==> src/core/valve_status_pkg.sv <==
// package: register map, field layouts, timing and types for valve status
package valve_status_pkg;

  // register byte addresses on the avalon slave (word aligned)
  localparam logic [5:0] ctrl_off       = 6'h00;
  localparam logic [5:0] valve_off      = 6'h04;
  localparam logic [5:0] param_addr_off = 6'h08;
  localparam logic [5:0] param_data_off = 6'h0c;
  localparam logic [5:0] param_attr_off = 6'h10;
  localparam logic [5:0] param_val_off  = 6'h14;
  localparam logic [5:0] steps_in_off   = 6'h18;
  localparam logic [5:0] steps_out_off  = 6'h1c;
  localparam logic [5:0] irq_stat_off   = 6'h20;
  localparam logic [5:0] irq_mask_off   = 6'h24;
  localparam logic [5:0] status_off     = 6'h28;
  localparam logic [5:0] reboot_off     = 6'h2c;

  // ctrl register fields
  localparam int ctrl_mode_lsb   = 0;
  localparam int ctrl_src_bit    = 4;
  localparam int ctrl_micro_lsb  = 8;
  // valve register fields, one byte per valve
  localparam int valve_power_bit = 0;
  localparam int valve_ready_bit = 1;
  localparam int valve_comm_bit  = 2;
  localparam int valve_closed_bit = 3;
  localparam int valve_alarm_bit = 4;
  // param_attr fields
  localparam int attr_signed_bit = 0;
  localparam int attr_reboot_bit = 1;
  localparam int attr_acc_lsb    = 2;
  localparam int attr_width_lsb  = 8;
  // param_data write: source flag sits just above the 16-bit value
  localparam int data_src_bit    = 16;
  // interrupt status bits
  localparam int irq_applied_bit = 0;
  localparam int irq_pending_bit = 1;
  localparam int irq_denied_bit  = 2;
  localparam int irq_alarm_bit   = 3;
  localparam int irq_bits        = 4;

  // reset values
  localparam logic [31:0] ctrl_rst     = 32'h0000_0800;
  localparam logic [31:0] valve_rst    = 32'h0000_0000;
  localparam logic [3:0]  irq_mask_rst = 4'h0;

  localparam int num_valves = 2;

  // timing: one tick per millisecond at 100 MHz
  localparam int clk_mhz        = 100;
  localparam int tick_us        = 1000;
  localparam int tick_cycles    = tick_us * clk_mhz;
  localparam int slow_half_ms   = 500;
  localparam int mid_half_ms    = 250;
  localparam int fast_half_ms   = 125;
  localparam int period_ms      = 2 * slow_half_ms;

  // signed-value conversion threshold and offset
  localparam logic [16:0] signed_limit  = 17'h0_7fff;
  localparam logic [16:0] signed_offset = 17'h1_0000;

  typedef enum logic [1:0] {
    mode_full,
    mode_half,
    mode_micro,
    mode_bad
  } drive_mode_t;

  typedef enum logic [1:0] {
    acc_ro,
    acc_wo,
    acc_rw,
    acc_none
  } access_t;

  // attributes that describe a parameter slot
  typedef struct packed {
    logic [7:0] width_bits;
    access_t    access;
    logic       reboot_req;
    logic       signed_value_flag;
  } param_attr_t;

  // led drive bundle
  typedef struct packed {
    logic       alarm;
    logic [1:0] valve;
  } led_t;

  // avalon request bundle
  typedef struct packed {
    logic [5:0]  address;
    logic        read;
    logic        write;
    logic [31:0] writedata;
  } avs_req_t;

endpackage

==> src/core/valve_status.sv <==
// valve driver led patterns and parameter decode behind an avalon slave
//
// Functional notes
// - slow, mid, fast blink, equal halves
// - alarm led blinks slow on any alarm
// - alarm led dark without any alarm
// - green led dark without supply
// - green led blinks when link established
// - green led blinks slow when closed
// - signed raw above 32767 minus 65536
// - unflagged parameters pass unsigned, unconverted
// - reboot-required values apply after restart
// - other values apply at once
// - access type read-only, write-only, read/write enforced
// - parameter keyed by modbus address, width; here both are only stored and read back, one slot for all
// - mode code 0 full, 1 half, 2 micro
// - step values converted to selected mode
// - later bus writes replace service writes
`timescale 1ns/1ps

module valve_status
  import valve_status_pkg::*;
(
  input  wire logic                         core_clk,
  input  wire logic                         rst_n,
  input  wire logic [5:0]                   avs_address,
  input  wire logic                         avs_read,
  input  wire logic                         avs_write,
  input  wire logic [31:0]                  avs_writedata,
  input  wire logic [3:0]                   avs_byteenable,
  output logic      [31:0]                  avs_readdata,
  output logic                              avs_waitrequest,
  output logic                              avs_response_err,
  output valve_status_pkg::led_t            led,
  output logic                              irq
);

  ////////////////////////////////////////////////////////////////////////////
  // decode helpers

  // byte-lane merge of a write into a word
  function automatic logic [31:0] merge(input logic [31:0] old,
                                        input logic [31:0] wd,
                                        input logic [3:0]  be);
    logic [31:0] r;
    r = old;
    for (int i = 0; i < 4; i++) begin
      if (be[i]) begin
        r[i*8 +: 8] = wd[i*8 +: 8];
      end
    end
    return r;
  endfunction

  // raw 16-bit value to 32-bit two's complement per signed flag
  function automatic logic [31:0] decode_val(input logic [15:0] raw,
                                             input logic        sflag);
    logic [16:0] wide;
    wide = {1'b0, raw};
    if (sflag && (wide > signed_limit)) begin
      wide = wide - signed_offset;
      return {{15{wide[16]}}, wide};
    end
    return {16'h0000, raw};
  endfunction

  ////////////////////////////////////////////////////////////////////////////
  // bus handshake: one wait cycle, answer on the second edge

  avs_req_t    req;
  logic        busy_r;
  logic        hit;
  logic [31:0] rdata_nxt;
  logic        rerr_nxt;

  // a request seen while busy is the one being answered, never a new one
  assign req = '{address: avs_address, read: avs_read, write: avs_write,
                 writedata: avs_writedata};
  assign hit = (req.read || req.write) && busy_r;

  // waitrequest drops for exactly one cycle per access
  always_ff @(posedge core_clk or negedge rst_n) begin
    if (!rst_n) begin
      busy_r          <= 1'b0;
      avs_waitrequest <= 1'b1;
    end else begin
      busy_r          <= (req.read || req.write) && !busy_r;
      avs_waitrequest <= !((req.read || req.write) && !busy_r);
    end
  end

  wire wr_any = hit && req.write;
  wire rd_any = hit && req.read;

  ////////////////////////////////////////////////////////////////////////////
  // control, valve status and parameter staging registers

  logic [31:0] ctrl_r;
  logic [31:0] valve_r;
  logic [15:0] param_addr_r;
  logic [15:0] param_data_r;
  param_attr_t attr_r;
  logic [15:0] steps_in_r;
  logic        src_service_r;
  logic        pend_valid_r;

  // software-written configuration
  always_ff @(posedge core_clk or negedge rst_n) begin
    if (!rst_n) begin
      ctrl_r       <= ctrl_rst;
      valve_r      <= valve_rst;
      param_addr_r <= 16'h0000;
      attr_r       <= '0;
      steps_in_r   <= 16'h0000;
    end else if (wr_any) begin
      unique case (req.address)
        ctrl_off:       ctrl_r  <= merge(ctrl_r, req.writedata, avs_byteenable);
        valve_off:      valve_r <= merge(valve_r, req.writedata, avs_byteenable);
        param_addr_off: param_addr_r <= req.writedata[15:0];
        param_attr_off: begin
          // field by field: the word layout has gaps that the struct lacks
          attr_r.width_bits <= req.writedata[attr_width_lsb +: 8];
          attr_r.access <= access_t'(req.writedata[attr_acc_lsb +: 2]);
          attr_r.reboot_req <= req.writedata[attr_reboot_bit];
          attr_r.signed_value_flag <= req.writedata[attr_signed_bit];
        end
        steps_in_off:   steps_in_r <= req.writedata[15:0];
        default: ;
      endcase
    end
  end

  ////////////////////////////////////////////////////////////////////////////
  // parameter write path: access check, immediate or deferred apply

  logic [31:0] applied_r;
  logic [15:0] pend_data_r;
  logic        write_ok;
  logic        read_ok;
  logic        data_wr;
  logic        reboot_wr;

  assign data_wr   = wr_any && (req.address == param_data_off);
  assign reboot_wr = wr_any && (req.address == reboot_off);
  // source bit: 1 = service port, 0 = expansion bus controller
  wire src_service = req.writedata[data_src_bit];
  assign write_ok  = (attr_r.access == acc_wo) ||
                     (attr_r.access == acc_rw);
  assign read_ok   = (attr_r.access == acc_ro) ||
                     (attr_r.access == acc_rw);

  // data register write carries the source in its upper half
  always_ff @(posedge core_clk or negedge rst_n) begin
    if (!rst_n) begin
      param_data_r  <= 16'h0000;
      src_service_r <= 1'b0;
    end else if (data_wr && write_ok) begin
      // bus and service writes share one slot, so the latest write wins
      param_data_r  <= req.writedata[15:0];
      src_service_r <= src_service;
    end
  end

  // reboot-required values wait in a pending slot until a reboot strobe
  always_ff @(posedge core_clk or negedge rst_n) begin
    if (!rst_n) begin
      applied_r    <= 32'h0000_0000;
      pend_data_r  <= 16'h0000;
      pend_valid_r <= 1'b0;
    end else if (data_wr && write_ok) begin
      if (attr_r.reboot_req) begin
        pend_data_r  <= req.writedata[15:0];
        pend_valid_r <= 1'b1;
      end else begin
        applied_r <= decode_val(req.writedata[15:0],
                                attr_r.signed_value_flag);
      end
    end else if (reboot_wr && pend_valid_r) begin
      applied_r    <= decode_val(pend_data_r,
                                 attr_r.signed_value_flag);
      pend_valid_r <= 1'b0;
    end
  end

  ////////////////////////////////////////////////////////////////////////////
  // step conversion from full steps to the selected drive mode

  drive_mode_t drive_mode_select;
  logic [15:0] steps_out;
  logic [7:0]  micro_div;

  assign drive_mode_select = drive_mode_t'(ctrl_r[ctrl_mode_lsb +: 2]);
  assign micro_div = ctrl_r[ctrl_micro_lsb +: 8];

  // micro-step factor comes from the ctrl register, so it is software programmable
  always_comb begin
    unique case (drive_mode_select)
      mode_full:  steps_out = steps_in_r;
      mode_half:  steps_out = {steps_in_r[14:0], 1'b0};
      mode_micro: steps_out = 16'((steps_in_r * micro_div));
      default:    steps_out = steps_in_r;
    endcase
  end

  ////////////////////////////////////////////////////////////////////////////
  // millisecond tick and phase-aligned blink patterns

  localparam logic [16:0] tick_last = 17'(tick_cycles - 1);
  localparam logic [9:0]  ms_last   = 10'(period_ms - 1);
  logic [16:0] tick_cnt_r;
  logic [9:0]  ms_cnt_r;
  logic        tick;

  assign tick = (tick_cnt_r == tick_last);

  // single tick source keeps every pattern aligned
  always_ff @(posedge core_clk or negedge rst_n) begin
    if (!rst_n) begin
      tick_cnt_r <= 17'h0_0000;
    end else begin
      tick_cnt_r <= tick ? 17'h0_0000 : tick_cnt_r + 17'h0_0001;
    end
  end

  always_ff @(posedge core_clk or negedge rst_n) begin
    if (!rst_n) begin
      ms_cnt_r <= 10'h000;
    end else if (tick) begin
      ms_cnt_r <= (ms_cnt_r == ms_last) ? 10'h000
                                        : ms_cnt_r + 10'h001;
    end
  end

  // on halves: slow 500, mid 250, fast 125 ms, all from one counter
  wire blink_slow = (ms_cnt_r < 10'(slow_half_ms));
  wire blink_mid  = ((ms_cnt_r % 10'(2*mid_half_ms)) <
                     10'(mid_half_ms));
  wire blink_fast = ((ms_cnt_r % 10'(2*fast_half_ms)) <
                     10'(fast_half_ms));

  ////////////////////////////////////////////////////////////////////////////
  // led drivers

  logic [num_valves-1:0] alarm_v;
  logic [num_valves-1:0] green_nxt;

  generate
    for (genvar v = 0; v < num_valves; v++) begin : g_valve
      wire [7:0] st = valve_r[v*8 +: 8];
      assign alarm_v[v] = st[valve_alarm_bit];
      // closed beats comm; mid marks comm so the two stay distinguishable
      always_comb begin
        if (!st[valve_power_bit]) begin
          green_nxt[v] = 1'b0;
        end else if (st[valve_closed_bit]) begin
          green_nxt[v] = blink_slow;
        end else if (st[valve_comm_bit]) begin
          green_nxt[v] = blink_mid;
        end else begin
          green_nxt[v] = st[valve_ready_bit];
        end
      end
    end
  endgenerate

  always_ff @(posedge core_clk or negedge rst_n) begin
    if (!rst_n) begin
      led <= '0;
    end else begin
      led.alarm <= (|alarm_v) ? blink_slow : 1'b0;
      led.valve <= green_nxt;
    end
  end

  ////////////////////////////////////////////////////////////////////////////
  // interrupts: sticky status cleared by read, set wins over clear

  logic [irq_bits-1:0] irq_stat_r;
  logic [irq_bits-1:0] irq_mask_r;
  logic [irq_bits-1:0] irq_set;
  logic                alarm_d_r;

  always_ff @(posedge core_clk or negedge rst_n) begin
    if (!rst_n) begin
      alarm_d_r <= 1'b0;
    end else begin
      alarm_d_r <= |alarm_v;
    end
  end

  always_comb begin
    irq_set = '0;
    irq_set[irq_applied_bit] = data_wr && write_ok && !attr_r.reboot_req;
    irq_set[irq_pending_bit] = data_wr && write_ok && attr_r.reboot_req;
    irq_set[irq_denied_bit]  = (data_wr && !write_ok) ||
                               (rd_any && req.address == param_val_off &&
                                !read_ok);
    irq_set[irq_alarm_bit]   = (|alarm_v) && !alarm_d_r;
  end

  wire stat_rd = rd_any && (req.address == irq_stat_off);

  always_ff @(posedge core_clk or negedge rst_n) begin
    if (!rst_n) begin
      irq_stat_r <= '0;
    end else begin
      irq_stat_r <= (stat_rd ? '0 : irq_stat_r) | irq_set;
    end
  end

  always_ff @(posedge core_clk or negedge rst_n) begin
    if (!rst_n) begin
      irq_mask_r <= irq_mask_rst;
    end else if (wr_any && req.address == irq_mask_off) begin
      irq_mask_r <= req.writedata[irq_bits-1:0];
    end
  end

  always_ff @(posedge core_clk or negedge rst_n) begin
    if (!rst_n) begin
      irq <= 1'b0;
    end else begin
      irq <= |((((stat_rd ? '0 : irq_stat_r) | irq_set)) & irq_mask_r);
    end
  end

  ////////////////////////////////////////////////////////////////////////////
  // read mux

  always_comb begin
    rdata_nxt = 32'h0000_0000;
    rerr_nxt  = 1'b0;
    unique case (req.address)
      ctrl_off:       rdata_nxt = ctrl_r;
      valve_off:      rdata_nxt = valve_r;
      param_addr_off: rdata_nxt = {16'h0000, param_addr_r};
      param_data_off: rdata_nxt = {15'h0000, src_service_r, param_data_r};
      param_attr_off: rdata_nxt = {16'h0000, attr_r.width_bits, 4'h0,
                                   attr_r.access, attr_r.reboot_req,
                                   attr_r.signed_value_flag};
      param_val_off: begin
        if (read_ok) begin
          rdata_nxt = applied_r;
        end else begin
          rerr_nxt = 1'b1;
        end
      end
      steps_in_off:   rdata_nxt = {16'h0000, steps_in_r};
      steps_out_off:  rdata_nxt = {16'h0000, steps_out};
      irq_stat_off:   rdata_nxt = {28'h000_0000, irq_stat_r};
      irq_mask_off:   rdata_nxt = {28'h000_0000, irq_mask_r};
      status_off:     rdata_nxt = {30'h0, pend_valid_r, |alarm_v};
      reboot_off:     rdata_nxt = 32'h0000_0000;
      default:        rerr_nxt  = 1'b1;
    endcase
  end

  // read data registered at the taking edge, so it stands only in the
  // answer cycle; the edge that closes the access must not load it again
  always_ff @(posedge core_clk or negedge rst_n) begin
    if (!rst_n) begin
      avs_readdata     <= 32'h0000_0000;
      avs_response_err <= 1'b0;
    end else begin
      avs_readdata     <= (req.read && !busy_r) ? rdata_nxt : 32'h0000_0000;
      avs_response_err <= (req.read || req.write) && !busy_r && rerr_nxt;
    end
  end

endmodule

==> config.mk <==
export PLATFORM = sky130hd
export DESIGN_NAME = valve_status
export DESIGN_NICKNAME = d
export VERILOG_FILES = /design/src/core/valve_status_pkg.sv /design/src/core/valve_status.sv
export SDC_FILE = /design/constraint.sdc
export NUM_CORES = 1
export LEC_CHECK = 0
export BUFFER_PORTS_ARGS = -buffer_cell sky130_fd_sc_hd__buf_2
export CAP_MARGIN = 20
export CELL_PAD_IN_SITES_DETAIL_PLACEMENT = 1
export CELL_PAD_IN_SITES_GLOBAL_PLACEMENT = 1
export CORE_MARGIN = 3
export CORE_UTILIZATION = 44
export DETAILED_ROUTE_END_ITERATION = 8
export PLACE_DENSITY_LB_ADDON = 0.1
export RECOVER_POWER = 100
export SLEW_MARGIN = 10
export SYNTH_ARGS = -nofsm -noshare
export SYNTH_HDL_FRONTEND = slang
export SYNTH_SLANG_ARGS = --single-unit
==> constraint.sdc <==
create_clock -name core_clk -period 5.1 [get_ports core_clk]
set_clock_uncertainty 0.2 [all_clocks]
set_input_delay 0.765 -clock core_clk [delete_from_list [all_inputs] [get_ports core_clk]]
set_output_delay 0.765 -clock core_clk [all_outputs]
set_load 0.02 [all_outputs]
==> reports/results.ini, run 1 <==
[detailed_routing]
postRouteAntennaNets=0
routedWlPerCell_um=22.2
wl_um=38200
firstDrtPassIters=6
drcViolationCount=0
drt-initial-drc-count=727
routed_via_density=5.74
num_vias=9847

[die]
coreArea_sq_mm=0.0292
die_w_um=180
initial_core_util_pct=45.4
die_area_sq_mm=0.0322
num_rows=62
die_y_um=180
io_pins=84

[global_route]
antenna_found_initial=2
grt_usage_pct=23.6
grt_pass1_wl_um=61300
grt-ovfl-total=0
grt_start_max_net_pins=128
grt_pass1_vias=10588

[sta]
clock.fmax_mhz=204
finalHoldViolCount=0
max-slew-margin-rel_pct=-120
period_share_pct=96.2
slew_violations=149
fin_ws_ps=194
final.setup.tns_ps=0
setup_viol=0
period_minus_slack_ps=4910
tightest_slew_ps=3310

[place]
dp_slack_ps=-137
gp_congestion=0.846
hpwlAfterDp_um=26500
place_inst=1659
portBuffers=83
post_dp_cell_area_sq_mm=0.0141

[yosys]
synth_area_per_cell_sq_um=10.8
async_reset_ff_share_pct=100
ys_ff_latch=234
syn-cell-area_sq_mm=0.0133
syn_inst=1227
synth_warnings=0
synth_flop_cell=dfrtp_1
synth_top_area_share_pct=43.8
syn-num-nets=1364
yosysSeqAreaShare_pct=44.2
yosys-top-cells-area=dfrtp_1 (44%), mux2_2 (11%), fa_1 (9.1%)
synth_top_area_cell=dfrtp_1
synth-edff-count=0
ys_types=65

[outcome]
violations=max-capacitance violations, max-slew violations
outcome=finished, violations left

[clock_network]
clk_latency_ps=540
root_buffer=clkbuf_16
numCtsBuffers=27
h-tree-depth=1
clock-sinks=234
tritoncts=built
cts_buffer_depth=3
clk_pin_slew_ps=60

[setup_path]
critPathLaunchType=flip-flop
setup.worst_path.class=reg2reg
required_ps=5350
endpoint_kind=flip-flop
arrival_ps=5160
cp_max_fo=6

[layout]
multi_input_area_sq_mm=0.00673
register_area_sq_mm=0.00586
final_cells=1717
drive_gt1_share_pct=21.5
finish.instance_area_sq_mm=0.0151
final_util_pct=51.7
area_delta_synth_final_pct=13.8
finish.net_count=1449
n_fill_cell=3270

[worst_hold_path]
hold_class=reg2reg

[run]
max_cap_viol_count=2

[pwr]
powerDensity_mw_per_mm2=290
p_leak_nw=7.09
vdd_ir_drop_max_mv=0.294

-- flip-flops by register name (all words and copies together) (netlist names), 3 cells and up --
name / cells
avs_readdata: 32
param_addr_r: 16
attr_r: 12
ms_cnt_r: 10
irq_mask_r: 4
applied_r: 17
valve_r: 32
tick_cnt_r: 17
led: 3
steps_in_r: 16
param_data_r: 16
ctrl_r: 32
irq_stat_r: 4
pend_data_r: 16
-- routing by layer --
layer	wire, um	track usage [%]	vias to the layer above	share of wire [%]
li1	-	-	4430	-
met1	17200	33.2	5135	45
met2	18200	38.9	234	48
met3	2200	4.04	44	5.8
met4	570	4.58	4	1.5
met5	23	0	-	0.060
-- path summary, 6_finish.rpt --
path,start,end,slack [ps],depth (start not counted)
setup / recovery,ctrl_r[11],avs_readdata[15],190,16
hold / removal,alarm_d_r,irq_stat_r[3],240,1
setup reg to reg,ctrl_r[11],avs_readdata[15],190,16
hold reg to reg,alarm_d_r,irq_stat_r[3],240,1
max in group asynchronous,rst_n,avs_readdata[13],940,2
min in group asynchronous,rst_n,tick_cnt_r[4],1060,1
-- synthesized netlist by cell type (4+ instances only) --
| library cell | number |
|---|---|
| mux2_2 | 127 |
| o22ai_1 | 5 |
| nor2_1 | 49 |
| a21o_1 | 4 |
| buf_2 | 20 |
| and2_1 | 81 |
| dfrtp_1 | 232 |
| inv_1 | 89 |
| mux2i_1 | 4 |
| and3_1 | 10 |
| a22o_1 | 6 |
| a211oi_1 | 4 |
| o21ai_0 | 29 |
| a31oi_1 | 26 |
| a21oi_1 | 43 |
| fa_1 | 60 |
| nand3_2 | 4 |
| a221o_1 | 5 |
| nand3_1 | 19 |
| xor2_1 | 13 |
| xnor2_1 | 25 |
| clkbuf_1 | 45 |
| nor3_1 | 12 |
| ha_1 | 31 |
| nand4_1 | 6 |
| a22oi_1 | 34 |
| nor2b_1 | 5 |
| nand2_1 | 138 |
| buf_4 | 6 |
| nand2b_1 | 4 |
| a221oi_1 | 9 |
| a222oi_1 | 21 |
| o211ai_1 | 7 |
-- stage by stage --
step	total power, mW	hold WS (ps)
floorplan	2.17	211
global placement	2.33	228
detailed placement	2.34	222
CTS	4.42	196
global route	4.55	262
finish	4.37	242
-- placed cells by master (no fill, tap or decap), types with 10 or more instances in the layout --
cell type	netlist	layout
o21ai_0	29	25
fa_1	60	60
a22oi_1	34	34
and3_1	10	10
a222oi_1	21	21
ha_1	31	27
inv_1	89	89
nor3_1	12	12
a31oi_1	26	26
xor2_1	13	13
buf_4	6	42
nor2_1	49	51
nand3_1	19	23
nand2_1	138	139
dfrtp_1	232	228
a21oi_1	43	42
xnor2_1	25	25
buf_2	20	43
mux2_2	127	125
clkbuf_16	0	27
clkbuf_1	45	46
and2_1	81	75
-- cell type report --
| type | instances | area share [%] |
|---|---|---|
| multi-input cells | 829 | 44.7 |
| flip-flops and latches | 234 | 38.9 |
| clock buffers | 39 | 5.25 |
| repair buffers | 131 | 4.72 |
| well taps | 384 | 3.19 |
| inverters | 89 | 2.22 |
| clock inverters | 10 | 1.05 |
| diodes | 1 | 0.0166 |
-- where the power goes --
group          leakage, nW  total, mW  switching [mW]  internal, mW
Sequential            3.19       1.99          0.0650          1.93
Combinational         3.44      0.323           0.202         0.121
Clock                0.462       2.06           0.784          1.27
-- kinds of logic after synthesis --
logic type	Yosys count	share of synthesized area, %
mux	131	11.1
flops	234	44.2
simple gates	353	13.5
compound gates	215	11.4
buf+inv	164	5.17
fa+ha+maj	91	12.0
xor+xnor	39	2.68
-- critical path: stages (launching register included) --
cell,delay (ps)
dfstp_2,580
buf_4,170
and2_1,160
fa_1,440
fa_1,480
fa_1,550
inv_1,60
fa_1,520
inv_1,40
ha_2,310
nand3_1,100
nor2_1,60
a221oi_2,300
o21ai_1,130
xnor2_1,140
or3_1,350
a41oi_1,220
-- timing repair --
| item | CTS | global route |
|---|---|---|
| hold buffers | 0 | 0 |
| pin swaps | 1 | 5 |
| endpoints found under the setup margin | 1 | 6 |
| buffers inserted | 0 | 8 |
| resized for setup | 2 | 20 |
No activity file was read; power rests on OpenSTA's default activity.
==> run 2, diff against run 1 <==
--- a/config.mk
+++ b/config.mk
@@ -9,6 +9,7 @@
 export CAP_MARGIN = 20
 export CELL_PAD_IN_SITES_DETAIL_PLACEMENT = 1
 export CELL_PAD_IN_SITES_GLOBAL_PLACEMENT = 1
+export CORE_ASPECT_RATIO = 0.7
 export CORE_MARGIN = 3
 export CORE_UTILIZATION = 44
 export DETAILED_ROUTE_END_ITERATION = 8
==> run 2 against run 1 <==
  * Hold slack better by 2.6 ps
  * The run still ends with max-capacitance violations, max-slew violations left
  * Sequential share of layout area is 0.19 points lower
  * Die area is 0.10% higher
  * Non-clock buffer count is 11 higher
  * Via count is 0.80% higher
  * First-iteration DRC count is 19% higher
  * Power is 0.30% lower
  * Fmax is 0.26% lower
  * Clock power hardly changed
  * Flip-flop and latch count stayed put
  * Largest cell class unchanged
  * Critical path type unchanged
  * Sequential power hardly changed
==> reports/results.ini, run 2 (synthesis results as in run 1) <==
[sta]
slew_violations=181  ; +21%
fin_hold_ws_ps=244  ; +2.65 ps
period_minus_slack_ps=4920  ; +12.8 ps
tightest_slew_ps=2870  ; -440 ps
setup_viol=0  ; unchanged
max-slew-margin-rel_pct=-91.1  ; +29 points
final.setup.tns_ps=0  ; unchanged
fin_ws_ps=181  ; -12.8 ps
finalHoldViolCount=0  ; unchanged
clock.fmax_mhz=203  ; -0.26%
period_share_pct=96.5  ; +0.25 points
rsz0062_at_grt=true

[global_route]
grt_pass1_vias=10492  ; -0.91%
grt_start_max_net_pins=104  ; -19%
grt_usage_pct=26.0  ; +2.4 points
antenna_found_initial=2  ; unchanged
grt-ovfl-total=0  ; unchanged
grt_pass1_wl_um=63900  ; +4.2%

[outcome]
outcome=finished, violations left
violations=max-capacitance violations, max-slew violations

[detailed_routing]
routedWlPerCell_um=24.1  ; +8.5%
drt-initial-drc-count=868  ; +19%
drcViolationCount=0  ; unchanged
wl_um=41500  ; +8.8%
postRouteAntennaNets=0  ; unchanged
routed_via_density=5.77  ; +0.57%
num_vias=9926  ; +0.80%
firstDrtPassIters=5  ; -1

[setup_path]
r2r_start=steps_in_r[3]
crit_buf_inv=3  ; unchanged
required_ps=5360  ; about the same
crit_family=adder cells
cp_max_fo=7  ; +1
r2r-end=avs_readdata[14]
worst-r2r-cell-count=16  ; unchanged
rrSetupSlack_ps=180  ; about the same
slowest_stage=fa_1
cpMostUsedCell=fa_1
arrival_ps=5180  ; +20 ps
endpoint_kind=flip-flop
cp_cell_sequence=and2_1 > fa_1 > fa_1 > fa_1 > inv_1 > fa_1 > inv_1 > ha_4 > buf_6 > o21a_1 > o21a_1 > and3_4 > a211oi_2 > or3_1 > a211o_1 > a21oi_2
critPathLaunchType=flip-flop
crit_path_max_incr_delay_ps=600  ; +20 ps
setup.worst_path.class=reg2reg

[worst_hold_path]
min_to=irq_stat_r[3]
holdCritStartpoint=alarm_d_r
hold_class=reg2reg
min_path_cells=1  ; unchanged

[layout]
final_util_pct=51.8  ; +0.15 points
drive_gt1_share_pct=23.5  ; +1.9 points
reg.largest.list=avs_readdata: 32 flops, ctrl_r: 32 flops, valve_r: 32 flops
area_delta_synth_final_pct=14.5
multi_input_area_sq_mm=0.00677  ; +0.59%
register_area_sq_mm=0.00587  ; +0.17%
finish.net_count=1459  ; +0.69%
n_fill_cell=3191  ; -2.4%
final_cell_mix=dfrtp_1 (220), nand2_1 (139), mux2_2 (125), inv_1 (89), and2_1 (75)
final_common_cell=dfrtp_1

[die]
die_w_um=213  ; +19%
initial_core_util_pct=45.3  ; -0.17 points
die_area_sq_mm=0.0323  ; +0.10%
coreArea_sq_mm=0.0293  ; +0.38%
die_y_um=151  ; -16%
io_pins=84  ; unchanged
num_rows=52  ; -16%

[place]
portBuffers=83  ; unchanged
dp_slack_ps=-157  ; -19.8 ps
hpwlAfterDp_um=29000  ; +9.4%
gp_congestion=0.862  ; +1.9%

[pwr]
powerDensity_mw_per_mm2=287  ; -0.97%
p_leak_nw=7.11  ; +0.21%
vdd_ir_drop_max_mv=0.257  ; -13%

[clock_network]
clk_pin_slew_ps=60  ; about the same
tritoncts=built
cts_hold_buf=0  ; unchanged
numCtsBuffers=26  ; -3.7%
clk_latency_ps=550  ; about the same
clock-sinks=234  ; unchanged
cts_buffer_depth=3  ; unchanged
root_buffer=clkbuf_16
h-tree-depth=1  ; unchanged

[run]
max_cap_viol_count=5  ; +3

==> run 2: cell count changes in the layout (fill, tap and decap cells not counted), sizes merged <==
cell      previous run  this run
clkbuf              85        82
buf                 85        92
clkinv               3         8
clkinvlp             2         3
==> run 2: worst max path at each step <==
stage                  endpoint          start  cells past startpoint  slack, ps
5_1_grt        avs_readdata[15]  steps_in_r[4]                     15        -20
3_3_place_gp   avs_readdata[15]     ctrl_r[12]                     15        -20
4_1_cts        avs_readdata[15]     ctrl_r[11]                     15         10
2_1_floorplan  avs_readdata[15]     ctrl_r[11]                     17        150
3_5_place_dp   avs_readdata[15]     ctrl_r[12]                     15       -160
6_report       avs_readdata[14]  steps_in_r[3]                     16        180
==> run 2: report_power, final <==
| group | leakage, nW | internal [mW] | switching, mW |
|---|---|---|---|
| registers | 3.18 | 1.93 | 0.0664 |
| clock network | 0.445 | 1.21 | 0.827 |
| logic | 3.48 | 0.124 | 0.210 |
==> run 2: metrics by stage <==
| step | instance area, sq um | instances | power [mW] |
|---|---|---|---|
| floorplan | 13300 | 1227 | 2.17 |
| global placement | 14200 | 1665 | 2.34 |
| detailed placement | 14200 | 1666 | 2.35 |
| CTS | 15200 | 1714 | 4.39 |
| global route | 15200 | 1720 | 4.52 |
| finish | 15200 | 1721 | 4.36 |
==> run 2: metal layers <==
metal	vias up	global-route usage, %	share of wire (%)
met1	5175	39.6	49
met4	0	4.66	1.5
met5	-	0	0
met2	277	39.4	44
li1	4421	-	-
met3	53	4.66	5.7
==> run 2: layout make-up <==
cell class	count	area share (%)
Clock inverter	16	1.33
Tap cell	378	3.12
Antenna cell	1	0.0165
Clock buffer	32	4.71
Multi-Input combinational cell	829	44.6
Sequential cell	234	38.7
Timing Repair Buffer	142	5.30
Inverter	89	2.20
==> run 2: repair_timing <==
action                     4_1_cts  5_1_grt
buffers inserted                 0        6
resized for setup                3       39
pin swaps                        0        9
cloned                           0        0
setup endpoints to repair        1        5
